[src/nfcs_pkg.sv]
// Purpose: constants for the flash command sequencer host
// Assumes: x16 parallel nor flash, command codes in hex
// Notes:   cycle counts at 200 MHz reference clock
package nfcs_pkg;
	localparam int          ADDR_W        = 27;
	localparam int          DATA_W        = 16;
	localparam logic [11:0] UNLOCK1_ADDR  = 12'h555;
	localparam logic [11:0] UNLOCK2_ADDR  = 12'h2AA;
	localparam logic [7:0]  UNLOCK1_DATA  = 8'hAA;
	localparam logic [7:0]  UNLOCK2_DATA  = 8'h55;
	localparam logic [7:0]  CMD_RESET     = 8'hF0;
	localparam logic [7:0]  CMD_AUTOSEL   = 8'h90;
	localparam logic [7:0]  CMD_BYP_ENTER = 8'h20;
	localparam logic [7:0]  CMD_BYP_EXIT2 = 8'h00;
	localparam logic [7:0]  CMD_PROGRAM   = 8'hA0;
	localparam logic [7:0]  CMD_BUF_LOAD  = 8'h25;
	localparam logic [7:0]  CMD_BUF_CONF  = 8'h29;
	localparam logic [7:0]  CMD_ERASE     = 8'h80;
	localparam logic [7:0]  CMD_DIE_ERASE = 8'h10;
	localparam logic [7:0]  CMD_BLK_ERASE = 8'h30;
	localparam int          BUF_WORDS_MAX = 512;
	localparam int          PAGE_BITS     = 9;
	// write strobe timing: setup, low, high phases in ns
	localparam int          T_SETUP_NS    = 10;
	localparam int          T_WE_LOW_NS   = 25;
	localparam int          T_WE_HIGH_NS  = 20;
	localparam int          CLK_NS        = 5;
	localparam logic [3:0]  SETUP_CYC     = 4'((T_SETUP_NS + CLK_NS - 1) / CLK_NS);
	localparam logic [3:0]  LOW_CYC       = 4'((T_WE_LOW_NS + CLK_NS - 1) / CLK_NS);
	localparam logic [3:0]  HIGH_CYC      = 4'((T_WE_HIGH_NS + CLK_NS - 1) / CLK_NS);

	typedef enum logic [3:0] {
		NFCS_OP_RESET     = 4'h0,
		NFCS_OP_AUTOSEL   = 4'h1,
		NFCS_OP_BYP_ENTER = 4'h2,
		NFCS_OP_BYP_EXIT  = 4'h3,
		NFCS_OP_PROGRAM   = 4'h4,
		NFCS_OP_BUFFER    = 4'h5,
		NFCS_OP_DIE_ERASE = 4'h6,
		NFCS_OP_BLK_ERASE = 4'h7
	} nfcs_op_t;

	typedef enum logic [1:0] {
		NFCS_IDLE  = 2'b00,
		NFCS_SETUP = 2'b01,
		NFCS_LOW   = 2'b10,
		NFCS_HIGH  = 2'b11
	} nfcs_state_t;
endpackage

[src/nfcs_host.sv]
// Purpose: host side sequencer issuing flash command write cycles
// Assumes: inputs synchronous to i_ref_clk; one write strobe per bus cycle
// Notes:   buffer words are streamed in by the user with a handshake
`timescale 1ns/10ps
module nfcs_host
	import nfcs_pkg::*;
#(
	parameter int BUF_MAX = nfcs_pkg::BUF_WORDS_MAX
) (
	input  wire logic                          i_ref_clk,
	input  wire logic                          i_reset_n,
	input  wire logic                          i_clk_en,
	input  wire logic                          i_cmd_valid,
	input  wire nfcs_pkg::nfcs_op_t            i_cmd_op,
	input  wire logic [nfcs_pkg::ADDR_W-1:0]   i_cmd_addr,
	input  wire logic [nfcs_pkg::DATA_W-1:0]   i_cmd_data,
	input  wire logic [9:0]                    i_cmd_count,
	input  wire logic                          i_bypass_mode,
	input  wire logic                          i_word_valid,
	input  wire logic [nfcs_pkg::PAGE_BITS-1:0] i_word_offset,
	input  wire logic [nfcs_pkg::DATA_W-1:0]   i_word_data,
	output logic                               o_cmd_ready,
	output logic                               o_word_ready,
	output logic                               o_done,
	output logic [nfcs_pkg::ADDR_W-1:0]        o_flash_addr,
	output logic [nfcs_pkg::DATA_W-1:0]        o_flash_dq,
	output logic                               o_flash_dq_oe,
	output logic                               o_flash_we_n,
	output logic                               o_flash_ce_n
);
	if (BUF_MAX < 1 || BUF_MAX > BUF_WORDS_MAX) begin : g_bad_buf_max
		$error("BUF_MAX out of range");
	end

	//--------------------------------------------------------------
	// cycle list builder
	//--------------------------------------------------------------
	nfcs_state_t              st_reg, st_next;
	nfcs_op_t                 op_reg, op_next;
	logic [3:0]               tmr_reg, tmr_next;
	logic [3:0]               step_reg, step_next;
	logic [9:0]               words_reg, words_next;
	logic [ADDR_W-1:0]        base_reg, base_next;
	logic [DATA_W-1:0]        data_reg, data_next;
	logic [9:0]               cnt_reg, cnt_next;
	logic                     byp_reg, byp_next;
	logic [ADDR_W-1:0]        addr_reg, addr_next;
	logic [DATA_W-1:0]        dq_reg, dq_next;
	logic                     oe_reg, oe_next, we_n_reg, we_n_next, ce_n_reg, ce_n_next;
	logic                     done_reg, done_next, wrdy_reg, wrdy_next, rdy_reg, rdy_next;
	logic [ADDR_W-1:0]        cyc_addr;
	logic [DATA_W-1:0]        cyc_data;
	logic                     cyc_last, cyc_word;
	logic [ADDR_W-1:0]        die_base, unl1, unl2;
	logic [3:0]               pre;

	// unlock addresses carry the die-select top bit
	assign die_base = {base_reg[ADDR_W-1:ADDR_W-1], {(ADDR_W-1){1'b0}}};
	assign unl1     = die_base | ADDR_W'(UNLOCK1_ADDR);
	assign unl2     = die_base | ADDR_W'(UNLOCK2_ADDR);

	always_comb begin
		cyc_addr = unl1;
		cyc_data = '0;
		cyc_last = 1'b0;
		cyc_word = 1'b0;
		// bypass skips the two unlock writes
		pre = (byp_reg && (op_reg == NFCS_OP_PROGRAM || op_reg == NFCS_OP_BUFFER
			|| op_reg == NFCS_OP_DIE_ERASE || op_reg == NFCS_OP_BLK_ERASE)) ? 4'h2 : 4'h0;
		if (step_reg + pre == 4'h0) begin
			cyc_data = DATA_W'(UNLOCK1_DATA);
		end else if (step_reg + pre == 4'h1) begin
			cyc_addr = unl2;
			cyc_data = DATA_W'(UNLOCK2_DATA);
		end else begin
			case (op_reg)
				// reset always issued in its three-write form
				NFCS_OP_RESET: begin
					cyc_data = DATA_W'(CMD_RESET);
					cyc_last = 1'b1;
				end
				// third write 90 at 555; reads follow
				NFCS_OP_AUTOSEL: begin
					cyc_data = DATA_W'(CMD_AUTOSEL);
					cyc_last = 1'b1;
				end
				NFCS_OP_BYP_ENTER: begin
					cyc_data = DATA_W'(CMD_BYP_ENTER);
					cyc_last = 1'b1;
				end
				// word program: A0 then data at target
				NFCS_OP_PROGRAM: begin
					if (step_reg + pre == 4'h2) begin
						cyc_data = DATA_W'(CMD_PROGRAM);
					end else begin
						cyc_addr = base_reg;
						cyc_data = data_reg;
						cyc_last = 1'b1;
					end
				end
				// buffer: 25 at block, count, words, confirm
				NFCS_OP_BUFFER: begin
					cyc_addr = base_reg;
					if (step_reg + pre == 4'h2) begin
						cyc_data = DATA_W'(CMD_BUF_LOAD);
					end else if (step_reg + pre == 4'h3) begin
						// count written is words minus one
						cyc_data = DATA_W'(cnt_reg);
					end else if (words_reg != 10'h000) begin
						// upper bits from block, low nine from word offset
						cyc_addr = {base_reg[ADDR_W-1:PAGE_BITS], i_word_offset};
						cyc_data = i_word_data;
						cyc_word = 1'b1;
					end else begin
						cyc_data = DATA_W'(CMD_BUF_CONF);
						cyc_last = 1'b1;
					end
				end
				// erase: 80, unlocks unless bypassed, then 10 or 30
				NFCS_OP_DIE_ERASE, NFCS_OP_BLK_ERASE: begin
					if (step_reg + pre == 4'h2) begin
						cyc_data = DATA_W'(CMD_ERASE);
					end else if (step_reg + pre == 4'h3 && !byp_reg) begin
						cyc_data = DATA_W'(UNLOCK1_DATA);
					end else if (step_reg + pre == 4'h4 && !byp_reg) begin
						cyc_addr = unl2;
						cyc_data = DATA_W'(UNLOCK2_DATA);
					end else begin
						cyc_last = 1'b1;
						if (op_reg == NFCS_OP_DIE_ERASE) begin
							cyc_data = DATA_W'(CMD_DIE_ERASE);
						end else begin
							cyc_addr = base_reg;
							cyc_data = DATA_W'(CMD_BLK_ERASE);
						end
					end
				end
				default: cyc_last = 1'b1;
			endcase
		end
		if (op_reg == NFCS_OP_BYP_EXIT) begin
			cyc_addr = base_reg;
			cyc_data = (step_reg == 4'h0) ? DATA_W'(CMD_AUTOSEL) : DATA_W'(CMD_BYP_EXIT2);
			cyc_last = (step_reg == 4'h1);
		end
	end

	//--------------------------------------------------------------
	// bus cycle sequencer
	//--------------------------------------------------------------
	always_comb begin
		st_next    = st_reg;
		op_next    = op_reg;
		tmr_next   = tmr_reg;
		step_next  = step_reg;
		words_next = words_reg;
		base_next  = base_reg;
		data_next  = data_reg;
		cnt_next   = cnt_reg;
		byp_next   = byp_reg;
		addr_next  = addr_reg;
		dq_next    = dq_reg;
		oe_next    = oe_reg;
		we_n_next  = we_n_reg;
		ce_n_next  = ce_n_reg;
		done_next  = 1'b0;
		wrdy_next  = 1'b0;
		case (st_reg)
			NFCS_IDLE: begin
				if (i_cmd_valid) begin
					op_next    = i_cmd_op;
					base_next  = i_cmd_addr;
					data_next  = i_cmd_data;
					cnt_next   = i_cmd_count;
					words_next = i_cmd_count + 10'h001;
					byp_next   = i_bypass_mode;
					step_next  = 4'h0;
					tmr_next   = 4'h0;
					st_next    = NFCS_SETUP;
				end
			end
			NFCS_SETUP: begin
				// word cycles wait for user data: back-pressure on the stream
				if (!cyc_word || i_word_valid) begin
					addr_next = cyc_addr;
					dq_next   = cyc_data;
					oe_next   = 1'b1;
					ce_n_next = 1'b0;
					tmr_next  = tmr_reg + 4'h1;
					if (tmr_reg + 4'h1 >= SETUP_CYC) begin
						we_n_next = 1'b0;
						tmr_next  = 4'h0;
						st_next   = NFCS_LOW;
						wrdy_next = cyc_word;
					end
				end
			end
			NFCS_LOW: begin
				tmr_next = tmr_reg + 4'h1;
				if (tmr_reg + 4'h1 >= LOW_CYC) begin
					we_n_next = 1'b1;
					tmr_next  = 4'h0;
					st_next   = NFCS_HIGH;
				end
			end
			NFCS_HIGH: begin
				tmr_next = tmr_reg + 4'h1;
				if (tmr_reg + 4'h1 >= HIGH_CYC) begin
					tmr_next  = 4'h0;
					ce_n_next = 1'b1;
					oe_next   = 1'b0;
					if (cyc_last && step_reg != 4'h0 || cyc_last && op_reg != NFCS_OP_BYP_EXIT) begin
						done_next = 1'b1;
						st_next   = NFCS_IDLE;
					end else begin
						// word counted down only once its write ends, so the confirm follows
						if (cyc_word)
							words_next = words_reg - 10'h001;
						else
							step_next = step_reg + 4'h1;
						st_next = NFCS_SETUP;
					end
				end
			end
			default: st_next = NFCS_IDLE;
		endcase
		rdy_next = (st_next == NFCS_IDLE);
	end

	always_ff @(posedge i_ref_clk or negedge i_reset_n) begin
		if (!i_reset_n) begin
			st_reg    <= NFCS_IDLE;
			op_reg    <= NFCS_OP_RESET;
			tmr_reg   <= 4'h0;
			step_reg  <= 4'h0;
			words_reg <= 10'h000;
			base_reg  <= '0;
			data_reg  <= '0;
			cnt_reg   <= 10'h000;
			byp_reg   <= 1'b0;
			addr_reg  <= '0;
			dq_reg    <= '0;
			oe_reg    <= 1'b0;
			we_n_reg  <= 1'b1;
			ce_n_reg  <= 1'b1;
			done_reg  <= 1'b0;
			wrdy_reg  <= 1'b0;
			rdy_reg   <= 1'b1;
		end else if (i_clk_en) begin
			st_reg    <= st_next;
			op_reg    <= op_next;
			tmr_reg   <= tmr_next;
			step_reg  <= step_next;
			words_reg <= words_next;
			base_reg  <= base_next;
			data_reg  <= data_next;
			cnt_reg   <= cnt_next;
			byp_reg   <= byp_next;
			addr_reg  <= addr_next;
			dq_reg    <= dq_next;
			oe_reg    <= oe_next;
			we_n_reg  <= we_n_next;
			ce_n_reg  <= ce_n_next;
			done_reg  <= done_next;
			wrdy_reg  <= wrdy_next;
			rdy_reg   <= rdy_next;
		end
	end

	assign o_cmd_ready   = rdy_reg;
	assign o_word_ready  = wrdy_reg;
	assign o_done        = done_reg;
	assign o_flash_addr  = addr_reg;
	assign o_flash_dq    = dq_reg;
	assign o_flash_dq_oe = oe_reg;
	assign o_flash_we_n  = we_n_reg;
	assign o_flash_ce_n  = ce_n_reg;
endmodule // nfcs_host

[config.mk]
export PLATFORM = sky130hd
export DESIGN_NAME = nfcs_host
export DESIGN_NICKNAME = d
export VERILOG_FILES = /design/src/nfcs_pkg.sv /design/src/nfcs_host.sv
export SDC_FILE = /design/constraint.sdc
export NUM_CORES = 1
export LEC_CHECK = 0
export BUFFER_PORTS_ARGS = -buffer_cell sky130_fd_sc_hd__buf_2
export CAP_MARGIN = 15
export CORE_AREA = 2 2 109 111
export CTS_CLUSTER_SIZE = 24
export DETAILED_ROUTE_END_ITERATION = 8
export DIE_AREA = 0 0 111 113
export PLACE_DENSITY = 0.8
export SYNTH_ARGS = -nofsm -noshare
export SYNTH_HDL_FRONTEND = slang
export SYNTH_SLANG_ARGS = --single-unit
[constraint.sdc]
create_clock -name i_ref_clk -period 8.05 [get_ports i_ref_clk]
set_clock_uncertainty 0.05 [all_clocks]
set_input_delay 0.4025 -clock i_ref_clk [delete_from_list [all_inputs] [get_ports i_ref_clk]]
set_output_delay 0.4025 -clock i_ref_clk [all_outputs]
set_load 0.1 [all_outputs]
=== After elaboration in Yosys (flattened, before gate mapping) ===
Index checks and enable logic that the tools add are counted.

* Register bits after elaboration: 127
* Input bits: 88
* Output and inout bits: 49
* Word-level logic and storage cells: 160

* Add/sub/neg operators: 5
* $lt $le $gt $ge: 3
* Equal/unequal tests: 24
* Multiplexer cells: 81
* Reductions and logical operators: 30

{| class="wikitable"
|+ Operator list
! operator !! count
|-
| $mux 26 || 8
|-
| $mux 16 || 7
|-
| $pmux 16 s6 || 1
|-
| $pmux 26 s3 || 1
|-
| $mux 10 || 4
|-
| $mux 4 || 8
|-
| $mux 1 || 30
|-
| $mux 9 || 3
|-
| $mux 8 || 3
|-
| $eq 4x3->1 const B || 5
|-
| $pmux 10 s2 || 1
|-
| $eq 4x2->1 const B || 4
|-
| $ne 2x2->1 const B || 8
|-
| $pmux 4 s4 || 1
|-
| $eq 4x1->1 const B || 3
|-
| $logic_not 4->1 || 3
|-
| $mux 2 || 6
|-
| $reduce_and 6->1 || 2
|-
| $add 10x1->10 const B || 1
|-
| $reduce_bool 10->1 || 1
|-
| $sub 10x1->10 const B || 1
|-
| $reduce_and 3->1 || 3
|-
| $add 4x1->4 const B || 2
|-
| $ge 4x3->1 const B || 2
|-
| other kinds (20) || 35
|}

=== Depth between registers and ports, before layout ===
Gate-level depths: netlist (run 1).

* Depth in word-level cells: 22
* Mapped depth: 14
* Mapped depth without buffers: 10

=== Least setup slack after synthesis (run 1) ===
Ideal clock, no wire load.

* Kind: reg2reg
* Start point: register op_reg[2]
* End point: register step_reg[1]
* Setup time: 0.122 ns
* Data arrival time: 3.240 ns
* Data required time: 7.878 ns
* Setup slack: 4.639 ns
* Cell stages (with the launch flop): 13
* Path buffers: 2
* Clock period less this slack: 3.411 ns
* Cell sequence: dfrtp_1 -> nor2b_1 -> clkbuf_1 -> and2_1 -> ha_1 -> ha_1 -> or4b_2 -> nor3_1 -> or4_4 -> o2bb2ai_2 -> buf_2 -> o22ai_1 -> a32o_1

* Cells in the longest elaborated chain, start to end: 20
* Elaborated cells on any way between the ends: 41
* Classes of those cells: 1 x add/sub; 12 x eq/ne; 16 x mux; 12 x reduce/logical

{| class="wikitable"
|+ RTL lines
! what !! line !! text
|-
| start, declared || nfcs_host.sv:39 || <nowiki>nfcs_op_t op_reg, op_next;</nowiki>
|-
| start signal, assigned || nfcs_host.sv:251 || <nowiki>op_reg <= op_next;</nowiki>
|-
| $eq 4x3->1 || nfcs_host.sv:68, nfcs_host.sv:76 ||
|-
| $logic_or 1x1->1 || nfcs_host.sv:68 || <nowiki>pre = (byp_reg && (op_reg == NFCS_OP_PROGRAM || op_reg == NFCS_OP_BUFFER</nowiki>
|-
| $logic_or 1x1->1 (2 in series) || nfcs_host.sv:69 || <nowiki>|| op_reg == NFCS_OP_DIE_ERASE || op_reg == NFCS_OP_BLK_ERASE)) ? 4'h2 : 4'h0;</nowiki>
|-
| $logic_and 1x1->1 || nfcs_host.sv:68 ||
|-
| $mux 2 || nfcs_host.sv:69 ||
|-
| $add 4x2->4 || -- ||
|-
| $eq 4x3->1 || nfcs_host.sv:125 || <nowiki>end else if (step_reg + pre == 4'h4 && !byp_reg) begin</nowiki>
|-
| $logic_and 1x1->1 || nfcs_host.sv:125 ||
|-
| [... 3 more ...] || -- ||
|-
| $pmux 1 s3 || nfcs_host.sv:76 || <nowiki>case (op_reg)</nowiki>
|-
| $mux 1 || nfcs_host.sv:72 || <nowiki>end else if (step_reg + pre == 4'h1) begin</nowiki>
|-
| $mux 1 || nfcs_host.sv:70 || <nowiki>if (step_reg + pre == 4'h0) begin</nowiki>
|-
| $mux 1 || nfcs_host.sv:141 || <nowiki>if (op_reg == NFCS_OP_BYP_EXIT) begin</nowiki>
|-
| $logic_and 1x1->1 || nfcs_host.sv:212 || <nowiki>if (cyc_last && step_reg != 4'h0 || cyc_last && op_reg != NFCS_OP_BYP_EXIT) begin</nowiki>
|-
| $logic_or 1x1->1 || nfcs_host.sv:212 ||
|-
| $ne 2x2->1 (no source line) || -- ||
|-
| $reduce_and 6->1 (no source line) * || -- ||
|-
| end signal, assigned || nfcs_host.sv:253 || <nowiki>step_reg <= step_next;</nowiki>
|-
| end, declared || nfcs_host.sv:41 || <nowiki>logic [3:0] step_reg, step_next;</nowiki>
|}

Mark *: on every way between the ends. The rest lies on a longest branch, timed or not.
A chain may end at the register's enable or synchronous reset.

=== Final worst setup path (run 1) ===
* Start point: register op_reg[2]
* End point: register addr_reg[16], in the netlist o_flash_addr[16]

* Cells in the longest elaborated chain, start to end: 16
* Elaborated cells on any way between the ends: 36
* Classes of those cells: 1 x add/sub; 9 x eq/ne; 15 x mux; 11 x reduce/logical

{| class="wikitable"
|+ RTL lines
! what !! line !! text
|-
| $eq 4x3->1 || nfcs_host.sv:68, nfcs_host.sv:76 ||
|-
| $logic_or 1x1->1 || nfcs_host.sv:68 ||
|-
| $logic_or 1x1->1 (2 in series) || nfcs_host.sv:69 ||
|-
| $logic_and 1x1->1 || nfcs_host.sv:68 ||
|-
| $mux 2 || nfcs_host.sv:69 ||
|-
| $add 4x2->4 || -- ||
|-
| $eq 4x3->1 or $eq 4x2->1 (tied branches) || nfcs_host.sv:125, nfcs_host.sv:106, nfcs_host.sv:123 ||
|-
| $logic_and 1x1->1 or $mux 1 (tied branches) || nfcs_host.sv:125, nfcs_host.sv:106 ||
|-
| $mux 26 or $mux 1 (tied branches) || nfcs_host.sv:125, nfcs_host.sv:104 ||
|-
| $mux 26 or $mux 1 (tied branches) || nfcs_host.sv:123, nfcs_host.sv:76 ||
|-
| $mux 26 or $mux 1 (tied branches) || nfcs_host.sv:121, nfcs_host.sv:72 ||
|-
| $pmux 26 s3 or $mux 1 (tied branches) || nfcs_host.sv:76, nfcs_host.sv:70 ||
|-
| $mux 26 or $logic_not 1->1 (tied branches) || nfcs_host.sv:72, nfcs_host.sv:184 ||
|-
| $mux 26 or $logic_or 1x1->1 (tied branches) || nfcs_host.sv:70, nfcs_host.sv:184 ||
|-
| $mux 26 or $reduce_and 3->1 (tied branches) || -- ||
|-
| end signal, assigned || nfcs_host.sv:259 || <nowiki>addr_reg <= addr_next;</nowiki>
|-
| end, declared || nfcs_host.sv:47 || <nowiki>logic [ADDR_W-1:0] addr_reg, addr_next;</nowiki>
|}

Parallel ways exist; a longest one is shown, timed or not.

==> results.yml, run 1 <==
drt:
  dr.pass1.iters: 5
  vias: 6383
  initialDrtViolationCount: 622
  route.detailed.drc: 0
  final_antenna_net_count: 0
  viasPerCell: 6.21
  wire_per_inst_um: 19.5
  wl_um: 20000
clock_tree:
  clock_latency_ns: 0.42
  cts.clk_slew.worst_paths_ns: 0.06
  clock-sinks: 127
  numCtsBuffers: 17
  cts_hold_buf: 0
  htreeDepth: 4
  cts_tree: "yes"
  clockRootBuffer: "clkbuf_16"
  cts_buffer_depth: 2
  cts_setup_buffers: 0
  cts_resized: 0
setup_path:
  reg2reg_setup_slack_ns: 3.89
  worstSetupStartpointType: "flip-flop"
  cp_max_fo: 48
  worst_ep_required_time_ns: 8.31
  rr_worst_depth: 11
  critPathKind: "reg -> reg"
  r2r-start: "op_reg[2]$_DFFE_PN0P_"
  worstPathArrival_ns: 4.42
  r2r-end: "o_flash_addr[16]$_DFFE_PN0P_"
  end_kind: "flip-flop"
logic_synthesis:
  ys_warn_count: 0
  synth_cell_types: 79
  yosys.area.top_type_share: 0.468
  async_flop_share: 1.00
  synthFlopType: "dfrtp_1"
  synth.yosys.seq_area_share: 0.480
  ys_top_cells_by_area: "dfrtp_1 47%, nand2_1 13%, o21ai_0 2.4%"
  synthCells: 750
  synth.cell_area_sq_um: 6630
  yosysTopAreaCell: "dfrtp_1"
  synth_nets: 848
  ys_ff_latch: 127
  syn_area_per_cell_sq_um: 8.84
  synthTopCellsByCount: "221 x nand2_1, 124 x dfrtp_1, 32 x o21ai_0"
  synth.most_common_cell: "nand2_1"
  synth-edff-count: 0
global_route:
  antenna_found_initial: 0
  grtUsageMet2: 0.525
  grt-ovfl-total: 0
  grt_pass1_wl_um: 32600
  grtUsageMet1: 0.443
  grt_usage: 0.325
  grt.met3_usage: 0.0809
  grt.busiest_layer: "met2"
  grt_max_degree: 75
  first_global_vias: 6384
pwr:
  swShare: 0.498
  peakVddDrop_mv: 0.389
  comb_power_share: 0.468
  power_frac_clock: 0.218
  power.leakage_nw: 3.91
  p_sw_mw: 1.81
  power_density_nw_per_um2: 454
  internal_power_mw: 1.82
  p_seq_frac: 0.314
placed_design:
  routabilityCongestion: 0.940
  port_buffers: 136
  hpwl_um: 13700
floorplan:
  row_count: 39
  ios: 137
  die_w_um: 111
  core_sq_um: 11300
  die_y_um: 113
  die_area_sq_um: 12500
  initial_utilization: 0.588
sta:
  setup_tns_ns: 0
  maxSlewViolCount: 0
  setup_viol: 0
  hold_slack_ns: -0.0278
  worst_slew_margin_rel: 0.242
  layout_min_cycle_time_ns: 4.16
  min_period_over_period: 0.517
  worst_pin_slew_ns: 1.13
  max_freq_mhz: 240
  rsz0062_at_grt: "no"
  hold_viol: 16
layout:
  antenna_cells: 0
  drive_gt1_frac: 0.221
  fillers: 898
  final_nets: 970
  area_growth_pct: 20.4
outcome:
  outcome: "finished, violations left"
  failed_checks: "hold timing"
flow_run:
  max-cap-violations: 0
worst_hold_path:
  hold_class: "in -> async"
[metal layers]
metal | wire [um] | share of wire
met5 | 0 | 0
met2 | 9520 | 0.48
met1 | 8680 | 0.43
met3 | 1500 | 0.075
met4 | 306 | 0.015
[layout make-up]
class	count	area [sq um]	share of cell area
clock buffer	19	443	0.0555
multi-input combinational	567	3220	0.404
sequential	127	3180	0.399
tap	143	179	0.0224
inverter	17	63.8	0.00799
timing repair buffer	142	728	0.0912
clock inverter	13	163	0.0204
[logic make-up (layout without fill, tap and decap cells)]
logic type / count (synthesis) / in the layout / synth area share
compound gates: 183 / 183 / 0.201
simple gates: 363 / 363 / 0.248
buf+inv: 56 / 191 / 0.0359
mux: 3 / 3 / 0.00453
fa+ha+maj: 10 / 10 / 0.0189
xor+xnor: 8 / 8 / 0.0117
flops: 127 / 127 / 0.480
[critical path, stage by stage, from the launching register on]
cell and delay (ns):
dfrtp_1 0.44, nor2b_1 0.16, buf_4 0.19, and2_1 0.17
ha_1 0.18, ha_1 0.23, xor2_2 0.37, o32ai_2 0.23
or4_1 0.69, nand2_2 0.71, a21oi_2 0.31, a22o_1 0.28
[how the worst max path moves through the flow]
| stage | end | depth (start not counted) | from |
|---|---|---|---|
| CTS | o_flash_addr[16]$_DFFE_PN0P_ | 11 | op_reg[2]$_DFFE_PN0P_ |
| finish | o_flash_addr[16]$_DFFE_PN0P_ | 11 | op_reg[2]$_DFFE_PN0P_ |
| detailed placement | o_flash_addr[23]$_DFFE_PN0P_ | 11 | op_reg[2]$_DFFE_PN0P_ |
| global route | o_flash_addr[16]$_DFFE_PN0P_ | 11 | op_reg[2]$_DFFE_PN0P_ |
| global placement | o_flash_addr[11]$_DFFE_PN0P_ | 11 | op_reg[2]$_DFFE_PN0P_ |
| floorplan | step_reg[1]$_DFFE_PN0P_ | 12 | op_reg[2]$_DFFE_PN0P_ |
[per-stage QoR]
| step | total power, mW | utilization | worst slack [ns] | instance area, sq um | cells |
|---|---|---|---|---|---|
| after global routing | 3.81 | 0.708 | 3.65 | 7980 | 1028 |
| after CTS | 3.61 | 0.708 | 3.92 | 7980 | 1028 |
| after floorplan | 2.40 | - | 4.64 | 6630 | 750 |
| final | 3.63 | 0.708 | 3.89 | 7980 | 1028 |
| after detailed placement | 2.80 | 0.654 | 3.98 | 7380 | 996 |
| after global placement | 2.76 | 0.654 | 4.16 | 7380 | 996 |
[layout by cell type, fill, tap and decap left out, drive strengths merged, types with 4 or more instances in the layout]
master / Yosys / layout
nor2: 31 / 31
o22ai: 5 / 5
a21oi: 21 / 21
nor2b: 4 / 4
nand4: 5 / 5
ha: 10 / 10
a22o: 16 / 16
or3: 5 / 5
o21ai: 44 / 44
and3: 13 / 13
or4: 6 / 6
dfrtp: 124 / 124
nor3: 20 / 20
xor2: 5 / 5
inv: 17 / 19
nand2b: 6 / 6
o31ai: 11 / 11
nor4: 6 / 6
a311oi: 6 / 6
a211oi: 10 / 10
clkinv: 0 / 5
nand3: 26 / 26
a22oi: 10 / 10
clkbuf: 24 / 19
a31oi: 15 / 15
a221oi: 4 / 4
nand2: 222 / 222
buf: 15 / 142
[power groups by stage]
| stage | Sequential, mW | Combinational (mW) | Clock [mW] |
|---|---|---|---|
| floorplan | 1.60 | 0.795 | 0 |
| global placement | 1.12 | 1.64 | 0 |
| detailed placement | 1.13 | 1.67 | 0 |
| CTS | 1.13 | 1.68 | 0.793 |
| global route | 1.17 | 1.82 | 0.819 |
| finish | 1.14 | 1.70 | 0.790 |
No activity file was read; power rests on OpenSTA's default activity.
==> run 2: changes to the inputs <==
CORE_AREA = 2 2 113 115   (was 2 2 109 111)
DIE_AREA = 0 0 115 117   (was 0 0 111 113)
PLACE_DENSITY = 0.75   (was 0.8)
clock period = 4.25 ns   (was 8.05 ns; I/O delays follow)
==> run 2 against run 1 <==
Against the previous run: the flow now finishes without violations; cell count is 7.5% higher; non-clock buffer count increased by 70; clock power rose by 87%; register-to-register slack worse by 3.1 ns; critical endpoint is now o_flash_addr[5]$_DFFE_PN0P_; routed wire length is 4.6% higher; clock-buffer cell count is the same; sequential power rose by 89%; sequential share of layout area shrank 3.1 points; setup slack lost 3.1 ns.
==> results.yml, run 2 (synthesis gave the netlist of run 1 again) <==
sta:
  worst_pin_slew_ns: 0.810
  hold_viol: 0
  min_period_over_period: 0.808
  hold_slack_ns: 0.0129
  maxSlewViolCount: 0
  max_freq_mhz: 291
  worst_slew_margin_rel: 0.460
  setup_tns_ns: 0
  setup_viol: 0
  layout_min_cycle_time_ns: 3.44
  rsz0062_at_grt: "no"
clock_tree:
  clockRootBuffer: "clkbuf_16"
  cts_setup_buffers: 0
  htreeDepth: 4
  cts_buffer_depth: 2
  numCtsBuffers: 17
  clock_latency_ns: 0.43
  cts_tree: "yes"
  cts_resized: 0
  clock-sinks: 127
  cts.clk_slew.worst_paths_ns: 0.06
floorplan:
  die_w_um: 115
  initial_utilization: 0.539
  die_y_um: 117
  core_sq_um: 12300
  ios: 137
  die_area_sq_um: 13500
  row_count: 41
layout:
  layout_commonest_cell: "nand2_1"
  register_area_sq_um: 3180
  fin_util: 0.704
  fillers: 958
  antenna_cells: 0
  stdcell_count: 1105
  multi_input_area_sq_um: 3220
  area_growth_pct: 30.6
  final_nets: 1040
  drive_gt1_frac: 0.220
  mostFrequentLayoutCells: "221 x nand2_1, 135 x buf_2, 124 x dfrtp_1"
setup_path:
  crit_start: "op_reg[2]$_DFFE_PN0P_"
  crit_chain: "nor2b_1 -> and2_1 -> ha_1 -> ha_1 -> xor2_2 -> o32ai_2 -> or4_1 -> and2_1 -> and3_1 -> a31oi_1"
  r2r-start: "op_reg[2]$_DFFE_PN0P_"
  cp_max_fo: 15
  end_kind: "flip-flop"
  worst_ep_required_time_ns: 4.54
  worstSetupStartpointType: "flip-flop"
  worstPathArrival_ns: 3.73
  max_stage_delay_ns: 0.71
  critPathKind: "reg -> reg"
  crit_slowest_cell: "or4_1"
global_route:
  grt.met3_usage: 0.0592
  grt_max_degree: 67
  antenna_found_initial: 0
  first_global_vias: 6415
  grt.busiest_layer: "met2"
  grt-ovfl-total: 0
  grtUsageMet1: 0.422
  grt_usage: 0.317
  grt_pass1_wl_um: 32800
  grtUsageMet2: 0.516
pwr:
  p_sw_mw: 3.49
  internal_power_mw: 3.51
  comb_power_share: 0.479
  swShare: 0.499
  peakVddDrop_mv: 0.430
  p_seq_frac: 0.309
  power_frac_clock: 0.212
  power.leakage_nw: 4.22
  power_mw: 7.00
  power_density_nw_per_um2: 808
drt:
  wire_per_inst_um: 18.9
  initialDrtViolationCount: 599
  vias: 6651
  dr.pass1.iters: 5
  final_antenna_net_count: 0
  wl_um: 20900
  viasPerCell: 6.02
  route.detailed.drc: 0
worst_hold_path:
  min-delay-start: "i_word_offset[1]"
  hold_class: "in -> reg"
placed_design:
  routabilityCongestion: 0.934
  hpwl_um: 14100
  port_buffers: 136
  place_inst: 1018
flow_run:
  max-cap-violations: 0
outcome:
  outcome: "completed"
run 2: area by class of cell:
class	count	share of cell area
Sequential cell	127	0.367
Multi-Input combinational cell	567	0.371
Tap cell	150	0.0217
Clock inverter	13	0.0176
Clock buffer	19	0.0511
Inverter	17	0.00737
Timing Repair Buffer	212	0.164
run 2: final timing paths:
kind / cells past startpoint / end / slack, ns
max in group asynchronous: 3 / o_cmd_ready$_DFFE_PN1P_ / 2.99
hold reg to reg: 2 / data_reg[7]$_DFFE_PN0P_ / 0.43
setup reg to reg: 10 / o_flash_addr[5]$_DFFE_PN0P_ / 0.81
hold / removal: 3 / o_flash_addr[1]$_DFFE_PN0P_ / 0.01
min in group asynchronous: 2 / tmr_reg[0]$_DFFE_PN0P_ / 0.35
setup / recovery: 10 / o_flash_addr[5]$_DFFE_PN0P_ / 0.81
run 2: power groups by stage:
stage,clock network (mW),registers [mW],logic [mW]
2_1_floorplan,0,3.04,1.51
3_3_place_gp,0,2.13,3.19
3_5_place_dp,0,2.15,3.25
4_1_cts,1.49,2.14,3.31
5_1_grt,1.55,2.22,3.59
6_report,1.48,2.16,3.35
run 2: metrics by stage:
step	instance area [sq um]	worst slack, ns
after floorplan	6630	0.839
after detailed placement	7520	0.881
after CTS	8660	0.853
final	8660	0.814
after global placement	7520	0.980
after global routing	8660	0.534
run 2: repair_timing:
| action | CTS | global route |
|---|---|---|
| hold endpoints to repair | 115 | 0 |
| endpoints found under the setup margin | 0 | 0 |
| hold buffers | 55 | 0 |
run 2: critical path, delay by kind of cell, from the launching register on:
family                   cells  cell delay, ns
AO/OA/AOI/OAI                2            0.37
XOR/XNOR                     1            0.36
adder cells (fa/ha/maj)      2            0.41
flip-flops                   1            0.44
AND/OR/NAND/NOR              5            1.71
run 2: layer usage:
layer	vias to the layer above	wire (um)
met5	-	0
li1	3071	-
met1	3209	8810
met2	325	10000
met3	46	1440
met4	0	622
==> run 3: changes to the inputs <==
CORE_AREA = 2 2 119 121   (was 2 2 113 115)
DIE_AREA = 0 0 121 123   (was 0 0 115 117)
PLACE_DENSITY = 0.71   (was 0.75)
clock period = 2.8 ns   (was 4.25 ns; I/O delays follow)
==> run 3 against run 2 <==
Against the previous run: the run now ends with setup timing left; power is 66% higher; clock-buffer cell count stayed put; setup slack worse by 0.85 ns; die area is 11% higher; critical path depth is 2 higher; final area is 11% higher; maximum frequency is 21% higher; critical endpoint is now words_reg[1]$_DFFE_PN0P_; highest routed layer unchanged.
==> results.yml, run 3 (synthesis gave the netlist of run 1 again) <==
global_route:
  grt_max_degree: 90
  grtUsageMet2: 0.535
  antenna_found_initial: 0
  grt_pass1_wl_um: 36900
  grt.met3_usage: 0.0544
  grt_usage: 0.323
  first_global_vias: 7024
  grtUsageMet1: 0.432
  grt.busiest_layer: "met2"
  grt-ovfl-total: 0
worst_hold_path:
  min_path_cells: 3
  hold_class: "in -> reg"
setup_path:
  crit_slowest_cell: "or4_4"
  worst_ep_required_time_ns: 3.06
  worstSetupStartpointType: "flip-flop"
  crit_cells: 12
  crit_top_cell: "ha_4"
  crit_chain: "nor2b_4 -> and2_4 -> ha_4 -> ha_4 -> xor2_4 -> buf_6 -> nor3_4 -> or4_4 -> a32oi_4 -> buf_12 -> nor4_4 -> a221o_1"
  cp_top_family: "simple AND/OR/NAND/NOR gates"
  rr_worst_depth: 12
  cp_max_fo: 5
  worstPathArrival_ns: 3.09
  critPathKind: "reg -> reg"
  end_kind: "flip-flop"
  max_stage_delay_ns: 0.49
  crit_buf_inv: 2
sta:
  maxSlewViolCount: 0
  hold_viol: 0
  setup_viol: 8
  min_period_over_period: 1.01
  worst_pin_slew_ns: 0.553
  worst_slew_margin_rel: 0.622
  fin_ws_ns: -0.0333
  setup_tns_ns: -0.103
  layout_min_cycle_time_ns: 2.83
  rsz0062_at_grt: "yes"
  max_freq_mhz: 353
clock_tree:
  cts.clk_slew.worst_paths_ns: 0.06
  numCtsBuffers: 17
  htreeDepth: 4
  clock_latency_ns: 0.42
  cts_buffer_depth: 2
  clock-sinks: 127
  cts_tree: "yes"
  clockRootBuffer: "clkbuf_16"
outcome:
  failed_checks: "setup timing"
  outcome: "finished, violations left"
layout:
  multi_input_area_sq_um: 3580
  drive_gt1_frac: 0.299
  register_area_sq_um: 3180
  fillers: 1043
  area_growth_pct: 45.4
  final_nets: 1108
  mostFrequentLayoutCells: "220 x nand2_1, 135 x buf_2, 123 x dfrtp_1"
  antenna_cells: 0
  fin_util: 0.708
  layout_commonest_cell: "nand2_1"
floorplan:
  ios: 137
  die_w_um: 121
  core_sq_um: 13600
  die_y_um: 123
  initial_utilization: 0.487
  die_area_sq_um: 14900
  row_count: 43
drt:
  initialDrtViolationCount: 776
  final_antenna_net_count: 0
  wire_per_inst_um: 19.7
  viasPerCell: 5.95
  wl_um: 23600
  dr.pass1.iters: 6
  route.detailed.drc: 0
  vias: 7155
pwr:
  peakVddDrop_mv: 0.655
  comb_power_share: 0.527
  power_frac_clock: 0.196
  p_seq_frac: 0.277
  power_density_nw_per_um2: 1200
  power.leakage_nw: 4.62
  internal_power_mw: 5.88
  p_sw_mw: 5.74
  swShare: 0.494
flow_run:
  max-cap-violations: 0
placed_design:
  port_buffers: 136
  routabilityCongestion: 0.964
  hpwl_um: 15500
  dp_slack_ns: -0.145
-- run 3: cell count changes in the layout (fill, tap and decap cells not counted), moves of 4 or more --
| cell | delta |
|---|---|
| dlygate4sd3_1 | +11 |
| nor3_2 | +4 |
| o21ai_0 | -4 |
| nor3_1 | -5 |
| buf_6 | +6 |
| buf_4 | +46 |
-- run 3: layout make-up --
class                   instances  area share
well taps                     180      0.0234
clock buffers                  19      0.0470
flip-flops and latches        127       0.330
repair buffers                277       0.205
inverters                      17     0.00662
multi-input cells             570       0.371
clock inverters                13      0.0161
-- run 3: through the flow --
step	instances	hold slack [ns]	cell area [sq um]	total power [mW]
detailed placement	1090	0.115	8000	8.74
global placement	1090	0.109	8000	8.64
CTS	1198	0.00695	9480	11.3
finish	1203	0.0243	9640	11.6
floorplan	750	-0.206	6810	7.06
global route	1203	0.0395	9640	12.2
-- run 3: timing repair --
| item | in CTS | in global routing |
|---|---|---|
| setup endpoints to repair | 30 | 59 |
| resized for setup | 19 | 25 |
| pin swaps | 13 | 12 |
| buffers inserted | 9 | 4 |
| cloned | 2 | 1 |
| hold buffers | 66 | 0 |
| hold endpoints to repair | 100 | 0 |
-- run 3: power by group through the flow --
stage	Sequential, mW	Clock (mW)	Combinational (mW)
3_3_place_gp	3.17	0	5.47
6_report	3.22	2.27	6.12
5_1_grt	3.30	2.37	6.52
2_1_floorplan	4.62	0	2.44
3_5_place_dp	3.20	0	5.55
4_1_cts	3.18	2.30	5.85
-- run 3: worst paths after layout --
path | start | endpoint | slack, ns
max | op_reg[3]$_DFFE_PN0P_ | words_reg[1]$_DFFE_PN0P_ | -0.03
max reg2reg | op_reg[3]$_DFFE_PN0P_ | words_reg[1]$_DFFE_PN0P_ | -0.03
min reg2reg | base_reg[20]$_DFFE_PN0P_ | base_reg[20]$_DFFE_PN0P_ | 0.43
min | i_word_offset[0] | o_flash_addr[0]$_DFFE_PN0P_ | 0.02
max in group asynchronous | i_reset_n | op_reg[3]$_DFFE_PN0P_ | 1.61
min in group asynchronous | i_reset_n | cnt_reg[4]$_DFFE_PN0P_ | 0.19
-- run 3: layer usage --
layer	wire (um)	part of all wire
met3	1690	0.072
met4	465	0.020
met5	0	0
met2	11500	0.49
met1	9960	0.42
-- run 3: worst min-delay path: cells and delay by family --
kind,cells,cell delay (ns)
buf+inv,1,0.08
compound gates,2,0.23
